File: src/logic/phy_irq_pkg.sv
`default_nettype none

package phy_irq_pkg;

    ////////////////////////////////////////////////////////////////////////////
    // register indices on the management port
    localparam logic [4:0]  ADDR_PHY_STATUS_TWO      = 5'h11;
    localparam logic [4:0]  ADDR_INTERRUPT_MASK      = 5'h12;
    localparam logic [4:0]  ADDR_EVENT_CHANGE_FLAGS  = 5'h13;

    ////////////////////////////////////////////////////////////////////////////
    // phy_status_two field positions
    localparam int unsigned ST_RATE_100_BIT          = 14;
    localparam int unsigned ST_TX_BUSY_BIT           = 13;
    localparam int unsigned ST_RX_BUSY_BIT           = 12;
    localparam int unsigned ST_COLLISION_BIT         = 11;
    localparam int unsigned ST_LINK_BIT              = 10;
    localparam int unsigned ST_DUPLEX_BIT            = 9;
    localparam int unsigned ST_NEG_MODE_BIT          = 8;
    localparam int unsigned ST_NEG_DONE_BIT          = 7;
    localparam int unsigned ST_POLARITY_BIT          = 5;
    localparam int unsigned ST_PAUSE_BIT             = 4;
    localparam int unsigned ST_ERROR_BIT             = 3;

    ////////////////////////////////////////////////////////////////////////////
    // interrupt_mask field positions and reset value
    localparam int unsigned MSK_NEG_DONE_BIT         = 7;
    localparam int unsigned MSK_RATE_BIT             = 6;
    localparam int unsigned MSK_DUPLEX_BIT           = 5;
    localparam int unsigned MSK_LINK_BIT             = 4;
    localparam int unsigned MSK_GLOBAL_BIT           = 1;
    localparam int unsigned MSK_TEST_BIT             = 0;
    localparam logic [15:0] MASK_RESET               = 16'h0000;
    localparam logic [15:0] MASK_STORED_BITS         = 16'h00f3;

    ////////////////////////////////////////////////////////////////////////////
    // event_change_flags field positions
    localparam int unsigned CHG_NEG_DONE_BIT         = 7;
    localparam int unsigned CHG_RATE_BIT             = 6;
    localparam int unsigned CHG_DUPLEX_BIT           = 5;
    localparam int unsigned CHG_LINK_BIT             = 4;
    localparam int unsigned CHG_PENDING_BIT          = 2;

    ////////////////////////////////////////////////////////////////////////////
    // event vector order used between the internal modules
    localparam int unsigned EV_COUNT                 = 4;
    localparam int unsigned EV_NEG_DONE              = 3;
    localparam int unsigned EV_RATE                  = 2;
    localparam int unsigned EV_DUPLEX                = 1;
    localparam int unsigned EV_LINK                  = 0;
    localparam logic [3:0]  EV_RISE_ONLY             = 4'h8;
    localparam logic [3:0]  EV_RESET                 = 4'h0;
    localparam logic [15:0] RDATA_RESET              = 16'h0000;

endpackage

`default_nettype wire

File: src/logic/event_flags_if.sv
`timescale 1ns/1ps
`default_nettype none

interface event_flags_if;
    import phy_irq_pkg::*;

    logic [EV_COUNT-1:0] flags;       // latched change events
    logic [EV_COUNT-1:0] mask;        // per-event enables
    logic                global_en;   // global interrupt enable
    logic                test_force;  // force interrupt for test
    logic                pending;     // interrupt request, active high

    modport detector (output flags);
    modport gen      (input flags, input mask, input global_en, input test_force, output pending);
    modport ctrl     (input flags, input pending, output mask, output global_en, output test_force);
endinterface

`default_nettype wire

File: src/logic/change_detect.sv
`timescale 1ns/1ps
`default_nettype none

module change_detect
    import phy_irq_pkg::*;
(
    input  wire logic                clk,       // system clock
    input  wire logic                rst_n,     // synchronous reset, active low
    input  wire logic [EV_COUNT-1:0] level,     // watched status levels
    input  wire logic                clear,     // change register was read
    event_flags_if.detector          ev         // latched events out
);
    logic [EV_COUNT-1:0] prev_q;
    logic                primed_q;
    logic [EV_COUNT-1:0] flag_q;
    logic [EV_COUNT-1:0] hit;

    // the first sample after reset only primes the history, so a link that
    // is already up when reset lifts does not report a change
    always_ff @(posedge clk) begin
        if (!rst_n) begin
            prev_q   <= EV_RESET;
            primed_q <= 1'b0;
        end else begin
            prev_q   <= level;
            primed_q <= 1'b1;
        end
    end

    genvar i;
    generate
        for (i = 0; i < EV_COUNT; i++) begin : g_ev
            assign hit[i] = primed_q && (EV_RISE_ONLY[i] ? (level[i] && !prev_q[i]) : (level[i] != prev_q[i]));

            // set wins over the read clear so no event is lost
            always_ff @(posedge clk) begin
                if (!rst_n) begin
                    flag_q[i] <= 1'b0;
                end else if (hit[i]) begin
                    flag_q[i] <= 1'b1;
                end else if (clear) begin
                    flag_q[i] <= 1'b0;
                end
            end
        end
    endgenerate

    assign ev.flags = flag_q;
endmodule

`default_nettype wire

File: src/logic/irq_gen.sv
`timescale 1ns/1ps
`default_nettype none

module irq_gen
    import phy_irq_pkg::*;
(
    event_flags_if.gen ev  // flags and enables in, request out
);
    logic any_event;

    assign any_event  = |(ev.flags & ev.mask);
    // the test force bypasses the global enable on purpose
    assign ev.pending = (ev.global_en && any_event) || ev.test_force;
endmodule

`default_nettype wire

File: src/logic/phy_status_interrupt_regs.sv
`timescale 1ns/1ps
`default_nettype none

// Contract
// - bit 14 shows 100 Mbps twisted-pair mode
// - bit 13 high while transmitting a packet
// - bit 12 high while receiving a packet
// - bit 11 high during a collision
// - bit 8 shows auto-negotiation mode
// - bit 7 mirrors base negotiation-complete bit
// - bit 5 flags reversed receive polarity
// - bit 4 shows pause capability
// - sticky error bit, cleared by source reads
// - mask bit 7 gates negotiation-done event
// - mask bit 6 gates speed change event
// - mask bit 5 gates duplex change event
// - mask bit 4 gates link change event
// - mask bit 0 forces interrupt for test
// - change bit 7 shows negotiation completed
// - speed change latches, read clears
// - duplex change latches, read clears
// - link change latches, read clears
// - change bit 2 shows interrupt pending
module phy_status_interrupt_regs
    import phy_irq_pkg::*;
(
    input  wire logic        clk,             // system clock, 20 MHz
    input  wire logic        rst_n,           // synchronous reset, active low
    input  wire logic [4:0]  reg_addr,        // management register index
    input  wire logic        reg_wr,          // write strobe, one cycle
    input  wire logic        reg_rd,          // read strobe, one cycle
    input  wire logic [15:0] reg_wdata,       // write data
    output logic      [15:0] reg_rdata,       // read data
    output logic             reg_rvalid,      // read data valid, one cycle
    input  wire logic        rate_100,        // operating 100 Mbps twisted pair
    input  wire logic        tx_busy,         // packet being sent
    input  wire logic        rx_busy,         // packet being received
    input  wire logic        collision,       // collision in progress
    input  wire logic        link_up,         // link state
    input  wire logic        full_duplex,     // resolved duplex
    input  wire logic        neg_mode,        // auto-negotiation enabled
    input  wire logic        neg_complete,    // base status negotiation complete
    input  wire logic        polarity_rev,    // receive polarity reversed
    input  wire logic        pause_capable,   // pause operation capable
    input  wire logic        fault_event,     // remote fault, jabber or parallel detect fault
    input  wire logic        fault_src_read,  // the fault source registers were read
    output logic             mgmt_irq_n       // management interrupt, active low
);

    ////////////////////////////////////////////////////////////////////////////
    // decode helpers

    function automatic logic addr_hit(input logic [4:0] addr, input logic [4:0] target);
        addr_hit = (addr == target);
    endfunction

    logic hit_status;
    logic hit_mask;
    logic hit_change;

    assign hit_status = addr_hit(reg_addr, ADDR_PHY_STATUS_TWO);
    assign hit_mask   = addr_hit(reg_addr, ADDR_INTERRUPT_MASK);
    assign hit_change = addr_hit(reg_addr, ADDR_EVENT_CHANGE_FLAGS);

    ////////////////////////////////////////////////////////////////////////////
    // internal links between event latching and interrupt generation

    event_flags_if ev ();

    logic [EV_COUNT-1:0] watched;
    logic                change_read;

    assign watched[EV_NEG_DONE] = neg_complete;
    assign watched[EV_RATE]     = rate_100;
    assign watched[EV_DUPLEX]   = full_duplex;
    assign watched[EV_LINK]     = link_up;

    // a read of the change register clears its latched bits
    assign change_read = reg_rd && hit_change;

    change_detect u_change_detect (
        .clk   (clk),
        .rst_n (rst_n),
        .level (watched),
        .clear (change_read),
        .ev    (ev.detector)
    );

    irq_gen u_irq_gen (
        .ev (ev.gen)
    );

    ////////////////////////////////////////////////////////////////////////////
    // interrupt mask register

    logic [15:0] mask_q;

    // reserved bits are not stored and read back as zero
    always_ff @(posedge clk) begin
        if (!rst_n) begin
            mask_q <= MASK_RESET;
        end else if (reg_wr && hit_mask) begin
            mask_q <= reg_wdata & MASK_STORED_BITS;
        end
    end

    assign ev.mask[EV_NEG_DONE] = mask_q[MSK_NEG_DONE_BIT];
    assign ev.mask[EV_RATE]     = mask_q[MSK_RATE_BIT];
    assign ev.mask[EV_DUPLEX]   = mask_q[MSK_DUPLEX_BIT];
    assign ev.mask[EV_LINK]     = mask_q[MSK_LINK_BIT];
    assign ev.global_en         = mask_q[MSK_GLOBAL_BIT];
    assign ev.test_force        = mask_q[MSK_TEST_BIT];

    ////////////////////////////////////////////////////////////////////////////
    // sticky error flag

    logic error_q;

    // a fault in the same cycle as the source read keeps the flag set
    always_ff @(posedge clk) begin
        if (!rst_n) begin
            error_q <= 1'b0;
        end else if (fault_event) begin
            error_q <= 1'b1;
        end else if (fault_src_read) begin
            error_q <= 1'b0;
        end
    end

    ////////////////////////////////////////////////////////////////////////////
    // read value assembly

    logic [15:0] status_word;
    logic [15:0] change_word;
    logic [15:0] read_word;

    always_comb begin
        status_word                   = RDATA_RESET;
        status_word[ST_RATE_100_BIT]  = rate_100;
        status_word[ST_TX_BUSY_BIT]   = tx_busy;
        status_word[ST_RX_BUSY_BIT]   = rx_busy;
        status_word[ST_COLLISION_BIT] = collision;
        status_word[ST_LINK_BIT]      = link_up;
        status_word[ST_DUPLEX_BIT]    = full_duplex;
        status_word[ST_NEG_MODE_BIT]  = neg_mode;
        // only meaningful while negotiation is enabled; passed through as is
        status_word[ST_NEG_DONE_BIT]  = neg_complete;
        // not valid at 100 Mbps; software must ignore it there
        status_word[ST_POLARITY_BIT]  = polarity_rev;
        status_word[ST_PAUSE_BIT]     = pause_capable;
        status_word[ST_ERROR_BIT]     = error_q;
    end

    always_comb begin
        change_word                   = RDATA_RESET;
        // bit 7 reports the completed state; the latched edge only drives the interrupt
        change_word[CHG_NEG_DONE_BIT] = neg_complete;
        change_word[CHG_RATE_BIT]     = ev.flags[EV_RATE];
        change_word[CHG_DUPLEX_BIT]   = ev.flags[EV_DUPLEX];
        change_word[CHG_LINK_BIT]     = ev.flags[EV_LINK];
        change_word[CHG_PENDING_BIT]  = ev.pending;
    end

    // unmapped indices read as zero
    always_comb begin
        if (hit_status) begin
            read_word = status_word;
        end else if (hit_mask) begin
            read_word = mask_q;
        end else if (hit_change) begin
            read_word = change_word;
        end else begin
            read_word = RDATA_RESET;
        end
    end

    ////////////////////////////////////////////////////////////////////////////
    // read data port

    always_ff @(posedge clk) begin
        if (!rst_n) begin
            reg_rdata <= RDATA_RESET;
        end else if (reg_rd) begin
            reg_rdata <= read_word;
        end
    end

    always_ff @(posedge clk) begin
        if (!rst_n) begin
            reg_rvalid <= 1'b0;
        end else begin
            reg_rvalid <= reg_rd;
        end
    end

    ////////////////////////////////////////////////////////////////////////////
    // interrupt pin

    // registered so the pin never glitches on combinational decode
    always_ff @(posedge clk) begin
        if (!rst_n) begin
            mgmt_irq_n <= 1'b1;
        end else begin
            mgmt_irq_n <= ~ev.pending;
        end
    end

endmodule

`default_nettype wire

File: config.mk
export PLATFORM = sky130hd
export DESIGN_NAME = phy_status_interrupt_regs
export DESIGN_NICKNAME = d
export VERILOG_FILES = /design/src/logic/phy_irq_pkg.sv /design/src/logic/event_flags_if.sv /design/src/logic/change_detect.sv /design/src/logic/irq_gen.sv /design/src/logic/phy_status_interrupt_regs.sv
export SDC_FILE = /design/constraint.sdc
export NUM_CORES = 1
export LEC_CHECK = 0
export ABC_AREA = 0
export BUFFER_PORTS_ARGS = -buffer_cell sky130_fd_sc_hd__buf_2
export CELL_PAD_IN_SITES_DETAIL_PLACEMENT = 1
export CELL_PAD_IN_SITES_GLOBAL_PLACEMENT = 1
export CORE_MARGIN = 4
export CORE_UTILIZATION = 38
export CTS_BUF_LIST = sky130_fd_sc_hd__clkbuf_16
export DETAILED_ROUTE_END_ITERATION = 12
export PLACE_DENSITY = 0.9
export SYNTH_ARGS = -nofsm -noshare
export SYNTH_HDL_FRONTEND = slang
export SYNTH_SLANG_ARGS = --single-unit
File: constraint.sdc
create_clock -name clk -period 2.22 [get_ports clk]
set_input_delay 0.222 -clock clk [delete_from_list [all_inputs] [get_ports clk]]
set_output_delay 0.222 -clock clk [all_outputs]
set_load 0.01 [all_outputs]
==> results of run 1 <==
cell usage in the layout (no fill, tap or decap), types with 2 or more instances in the layout:
cell / synthesis / layout
nand2_1: 22 / 22
dfxtp_1: 33 / 33
nand4_1: 3 / 3
buf_4: 3 / 2
xor2_1: 3 / 3
nand3b_1: 2 / 2
o21ai_0: 5 / 5
buf_2: 3 / 43
a21oi_1: 3 / 3
o41ai_1: 2 / 2
a22oi_1: 2 / 2
nor3_1: 2 / 2
and2_1: 5 / 5
nor2b_1: 4 / 4
nor2_1: 2 / 2
mux2i_1: 14 / 14
nor3b_2: 8 / 8
nand3_1: 2 / 2
inv_1: 1 / 2
a21boi_0: 8 / 8
o21a_1: 3 / 3
clkbuf_16: 0 / 5
report_power, final:
group	internal [mW]	switching (mW)
registers	0.613	0.0109
clock network	0.520	0.233
logic	0.0563	0.0649
total	1.19	0.308
metal layers:
metal	routed length, µm	track usage (%)	vias up	share of wire, %
met5	0	0	-	0
met4	48	4.56	0	1.4
met3	251	6.38	8	7.2
met2	1720	24.3	35	49
met1	1470	17.8	559	42
li1	-	-	588	-
registers in the layout (all words and copies together) (netlist names):
register / cells
u_change_detect.primed_q: 1
reg_rdata: 15
mask_q: 6
mgmt_irq_n: 1
u_change_detect.prev_q: 4
reg_rvalid: 1
error_q: 1
u_change_detect.ev.flags: 4
worst max-delay path: cells and delay by family:
family                 cells  cell delay (ns)
buffers and inverters      1             0.12
multiplexers               1             0.24
AND/OR/NAND/NOR            2             0.84
path summary, 6_finish.rpt:
kind                                   start      endpoint
worst max register to register     mask_q[6]  reg_rdata[2]
worst min register to register  reg_rdata[4]  reg_rdata[4]
worst min-delay path             fault_event       error_q
worst max-delay path             reg_addr[3]     mask_q[6]
per-stage QoR:
step | utilization (%) | setup slack (ns)
CTS | 50.2 | 1.01
detailed placement | 45.8 | 0.750
finish | 50.2 | 0.997
global route | 50.2 | 0.897
floorplan | - | 1.09
global placement | 45.8 | 0.807
layout make-up:
type	count	area, µm²
clock buffer	5	125
clock inverter	3	37.5
fill	433	1820
inverter	1	3.75
multi-input combinational	101	721
sequential	33	661
tap	48	60.1
timing repair buffer	45	230
cells by family (layout without fill, tap and decap cells):
logic type | count (synthesis) | after routing | synth area share (%)
and+or+nand+nor | 56 | 56 | 24.7
AOI/OAI and AO/OA | 27 | 27 | 13.6
xor gates and xnor gates | 3 | 3 | 1.83
buffers and inverters | 11 | 54 | 3.92
other | 1 | 1 | 0.261
muxes | 14 | 14 | 9.75
DFF | 33 | 33 | 46.0
==> impl_results.md, run 1 <==
- Status: finished clean
- Initial antenna violation count: 0
- Total number of vias: 1,190
- First-pass GRT wire length: 5740 µm
- Total I/O pin count: 55
- Final Critical Period: ~1.2 ns
- Post-route non-filler standard cell count: 236
- Clock root buffer: clkbuf_16
- DP Area: ~0.0017 mm²
- Crit-path cells: buf_2, nor3b_1, and3_1, mux2i_1
- Core Rows: 22
- Setup_tns: 0 ns
- Total gr overflow: 0
- Sequential element share of the synthesized area: 46.0%
- Die Area: 0.00483 mm²
- Ranking of synthesized cells by area: dfxtp_1 (46%), mux2i_1 (9.7%), nor3b_2 (7.0%)
- RSZ-0062 raised after global routing: no
- Worst Hold Class: input pin to flop
- Clock sink count: 33
- Mapped Area: 0.00144 mm²
- DR iter-0 viols: 30
- Diode count: 0
- CTS max path bufs: 2
- NumNets Final: between 200 and 250
- RD Place Congestion: 0.744
- Share of flip-flops with an asynchronous set or reset: 0%
- Worst-path clk slew: 0.05 ns
- Share of layout cells above drive strength 1: around a third
- CP arrival: 1.42 ns
- Initial Util: 39.3%
- Die Width: 69.5 µm
- CTS tree: yes
- Drt first pass iters: 4
- Post-synth EDFFs: 0
- Max-cap check violation count: 0
- Dpl hpwl: approximately 2600 µm
- Pin count of the biggest net entering global routing: 38
- Cells after Synth: about 150
- Setup CP Type: input pin to flop
- Synth top area share: 46.0%
- Crit-path max FO: 6
- Most numerous cell in the Yosys netlist: dfxtp_1
- Yosys synthesis warning count: 0
- Final hold violation count: 0
- Die height: 69.5 µm
- Clk_skew: around 0.0033 ns
- Drt total wl: 3490 µm
- H-tree levels: 2
- Vias in the first global route: approximately 1,200
- CTS resizes: 0
- CTS buffer count: 5
- Ys flop type: dfxtp_1
- Max-slew violation count: 0
- Port buffer count: 43
- Length in cells of the worst reg-to-reg path: 3
- Crit share post-route: around 55%
- CP max stage delay: 0.47 ns
- Floorplan core area: approximately 0.0037 mm²
- R2R setup slack: 1.25 ns
- Hold WS: 0.173 ns
- Postcts setup bufs: 0
- Syn_area_per_cell: 9.91 µm²
- Worst path slowest cell: and3_1
- Final setup fails: 0
- Library cells used by synthesis: 33
- Vias per inst: ~5
- Top cells by count, synth: dfxtp_1 (33), nand2_1 (22), mux2i_1 (14)
- Leakage: 0.776 nW
- Design area: ~0.0018 mm²
- Cts hold-fix bufs: 0
- Crit end category: flop
- WHS Path Cells: 2
- P per Cell Area: 815 mW/mm²
- DR WL/cell: 14.8 µm
- Area leader, netlist: dfxtp_1
- Mapped Nets: ~180
- Area delta synth->final: 27.9%
- Total power: 1.50 mW
- Worst setup SP type: input pin
- Seq cells post-synth: 33
- GRT Util Overall: 14.9%
- Clock latency on the worst-skew pair: ~0.27 ns
- Maximum VDD drop: 0.569 mV
- Placed Cells: 228
- CP required: between 2 and 2.5 ns
- Fmax: 0.817 GHz
- Drt drc: 0
- Final ANT Viol Nets: 0
Power figures use the tool's default switching activity.
==> run 2: changes to the inputs <==
--- a/config.mk
+++ b/config.mk
@@ -10,10 +10,10 @@
 export CELL_PAD_IN_SITES_DETAIL_PLACEMENT = 1
 export CELL_PAD_IN_SITES_GLOBAL_PLACEMENT = 1
 export CORE_MARGIN = 4
-export CORE_UTILIZATION = 38
+export CORE_UTILIZATION = 32
 export CTS_BUF_LIST = sky130_fd_sc_hd__clkbuf_16
 export DETAILED_ROUTE_END_ITERATION = 12
-export PLACE_DENSITY = 0.9
+export PLACE_DENSITY = 0.82
 export SYNTH_ARGS = -nofsm -noshare
 export SYNTH_HDL_FRONTEND = slang
 export SYNTH_SLANG_ARGS = --single-unit
==> constraint.sdc (replaced) <==
create_clock -name clk -period 1 [get_ports clk]
set_input_delay 0.1 -clock clk [delete_from_list [all_inputs] [get_ports clk]]
set_output_delay 0.1 -clock clk [all_outputs]
set_load 0.01 [all_outputs]
==> impl_results.md, run 2 (synthesis gave the netlist of run 1 again) <==
- Status: finished clean
- Max-cap check violation count: 0
- Length in cells of the worst reg-to-reg path: 3
- Final setup fails: 0
- Crit end category: flop
- RSZ-0062 raised after global routing: no
- DP Area: 0.00179 mm²
- Worst setup SP type: flop
- Crit share post-route: 96.6%
- Area delta synth->final: 35.1%
- CP required: 1.17 ns
- Share of layout cells above drive strength 1: 40.1%
- RD Place Congestion: 0.805
- Die height: 75.0 µm
- GRT Util Overall: 15.2%
- DR WL/cell: 14.8 µm
- CTS buffer count: 5
- Vias in the first global route: roughly 1,300
- Max-slew violation count: 0
- CP arrival: ~1.1 ns
- CTS max path bufs: 2
- Pin count of the biggest net entering global routing: 29
- Drt total wl: between 3000 and 4000 µm
- Port buffer count: 43
- Post-route non-filler standard cell count: around 250
- Final hold violation count: 0
- Vias per inst: 4.87
- Drt drc: 0
- CTS tree: yes
- Final Critical Period: 0.966 ns
- Clock root buffer: clkbuf_16
- Fmax: 1.04 GHz
- Clock sink count: 33
- Number of flip-flops in the largest register: 15
- Worst Hold Class: input pin to flop
- Dpl hpwl: 2900 µm
- Die Width: 75.0 µm
- Setup CP Type: flop to flop
- Crit-path max FO: 3
- R2r startpoint: mask_q[4]
- Die Area: ~0.0056 mm²
- Drt first pass iters: 2
- P per Cell Area: about 1600 mW/mm²
- H-tree levels: 2
- Fill cells: 504
- Core Rows: 24
- Initial Util: about a third
- Worst Setup SP: mask_q[4]
- Worst-path clk slew: 0.05 ns
- Design area: a little under 0.002 mm²
- Clk_skew: approximately 0.005 ns
- Worst setup endpoint: reg_rdata[2]
- Floorplan core area: 0.00435 mm²
- Register name with the most flops: reg_rdata
- NumNets Final: 238
- DR iter-0 viols: 38
- WHS Path Cells: 2
- Leakage: 0.835 nW
- First-pass GRT wire length: around 6200 µm
- Total power: 3.13 mW
- Final ANT Viol Nets: 0
- Total number of vias: approximately 1,200
- R2R setup slack: 0.03 ns
- Placed Cells: 246
- Most frequent cells in the layout: buf_2 (43), dfxtp_1 (32), nand2_1 (22)
- Top flop regs: reg_rdata (15), mask_q (6)
- Reg-to-reg endpoint: reg_rdata[2]
- Diode count: 0
- Postcts setup bufs: 0
- Total I/O pin count: 55
- Clock latency on the worst-skew pair: 0.28 ns
- Maximum VDD drop: 0.909 mV
- Cts hold-fix bufs: 0
- Initial antenna violation count: 0
- Commonest non-fill, non-tap cell in the layout: buf_2
- Total gr overflow: 0
run 2: per-stage QoR:
step / worst slack (ns) / utilization [%] / hold WS (ns) / TNS, ns
detailed placement: -0.184 / 41.1 / 0.317 / -2.62
global route: 0.000400 / 44.6 / 0.0353 / 0
floorplan: 0.0184 / - / 0.128 / 0
CTS: 0.0185 / 44.6 / 0.0245 / 0
global placement: -0.156 / 41.1 / 0.316 / -1.77
finish: 0.0338 / 44.6 / 0.0283 / 0
run 2: power by group:
part / switching [mW] / total [mW] / internal (mW)
clock: 0.537 / 1.44 / 0.898
sequential: 0.0282 / 1.39 / 1.36
combinational: 0.153 / 0.301 / 0.148
run 2: critical path, cell delays in order (launching register included):
cell	delay, ns
dfxtp_1	0.33
a22oi_2	0.24
a211oi_2	0.10
o21a_1	0.18
run 2: routing by layer:
layer,vias to the layer above,global-route usage (%),part of all wire (%)
li1,615,-,-
met1,585,17.9,43
met2,32,24.0,48
met3,6,7.08,7.4
met4,0,5.93,1.5
met5,-,0,0
run 2: area by class of cell:
cell class	instances	area [µm²]	area share, %
clock inverter	3	12.5	0.644
tap	52	65.1	3.35
clock buffer	5	125	6.44
multi-input combinational	101	738	38.0
timing repair buffer	59	335	17.3
inverter	1	3.75	0.193
sequential	33	662	34.1
run 2: repair_timing:
action | in CTS | in global routing
resized for setup | 3 | 1
endpoints found under the hold margin | 0 | 0
endpoints found under the setup margin | 1 | 1
run 2: how the worst min path moves through the flow:
stage / from / endpoint / slack [ns]
after detailed placement: fault_event / error_q / 0.32
after floorplan: rst_n / u_change_detect.primed_q / 0.13
after global routing: fault_event / error_q / 0.04
after CTS: fault_event / error_q / 0.02
after global placement: fault_event / error_q / 0.32
final: fault_event / error_q / 0.03
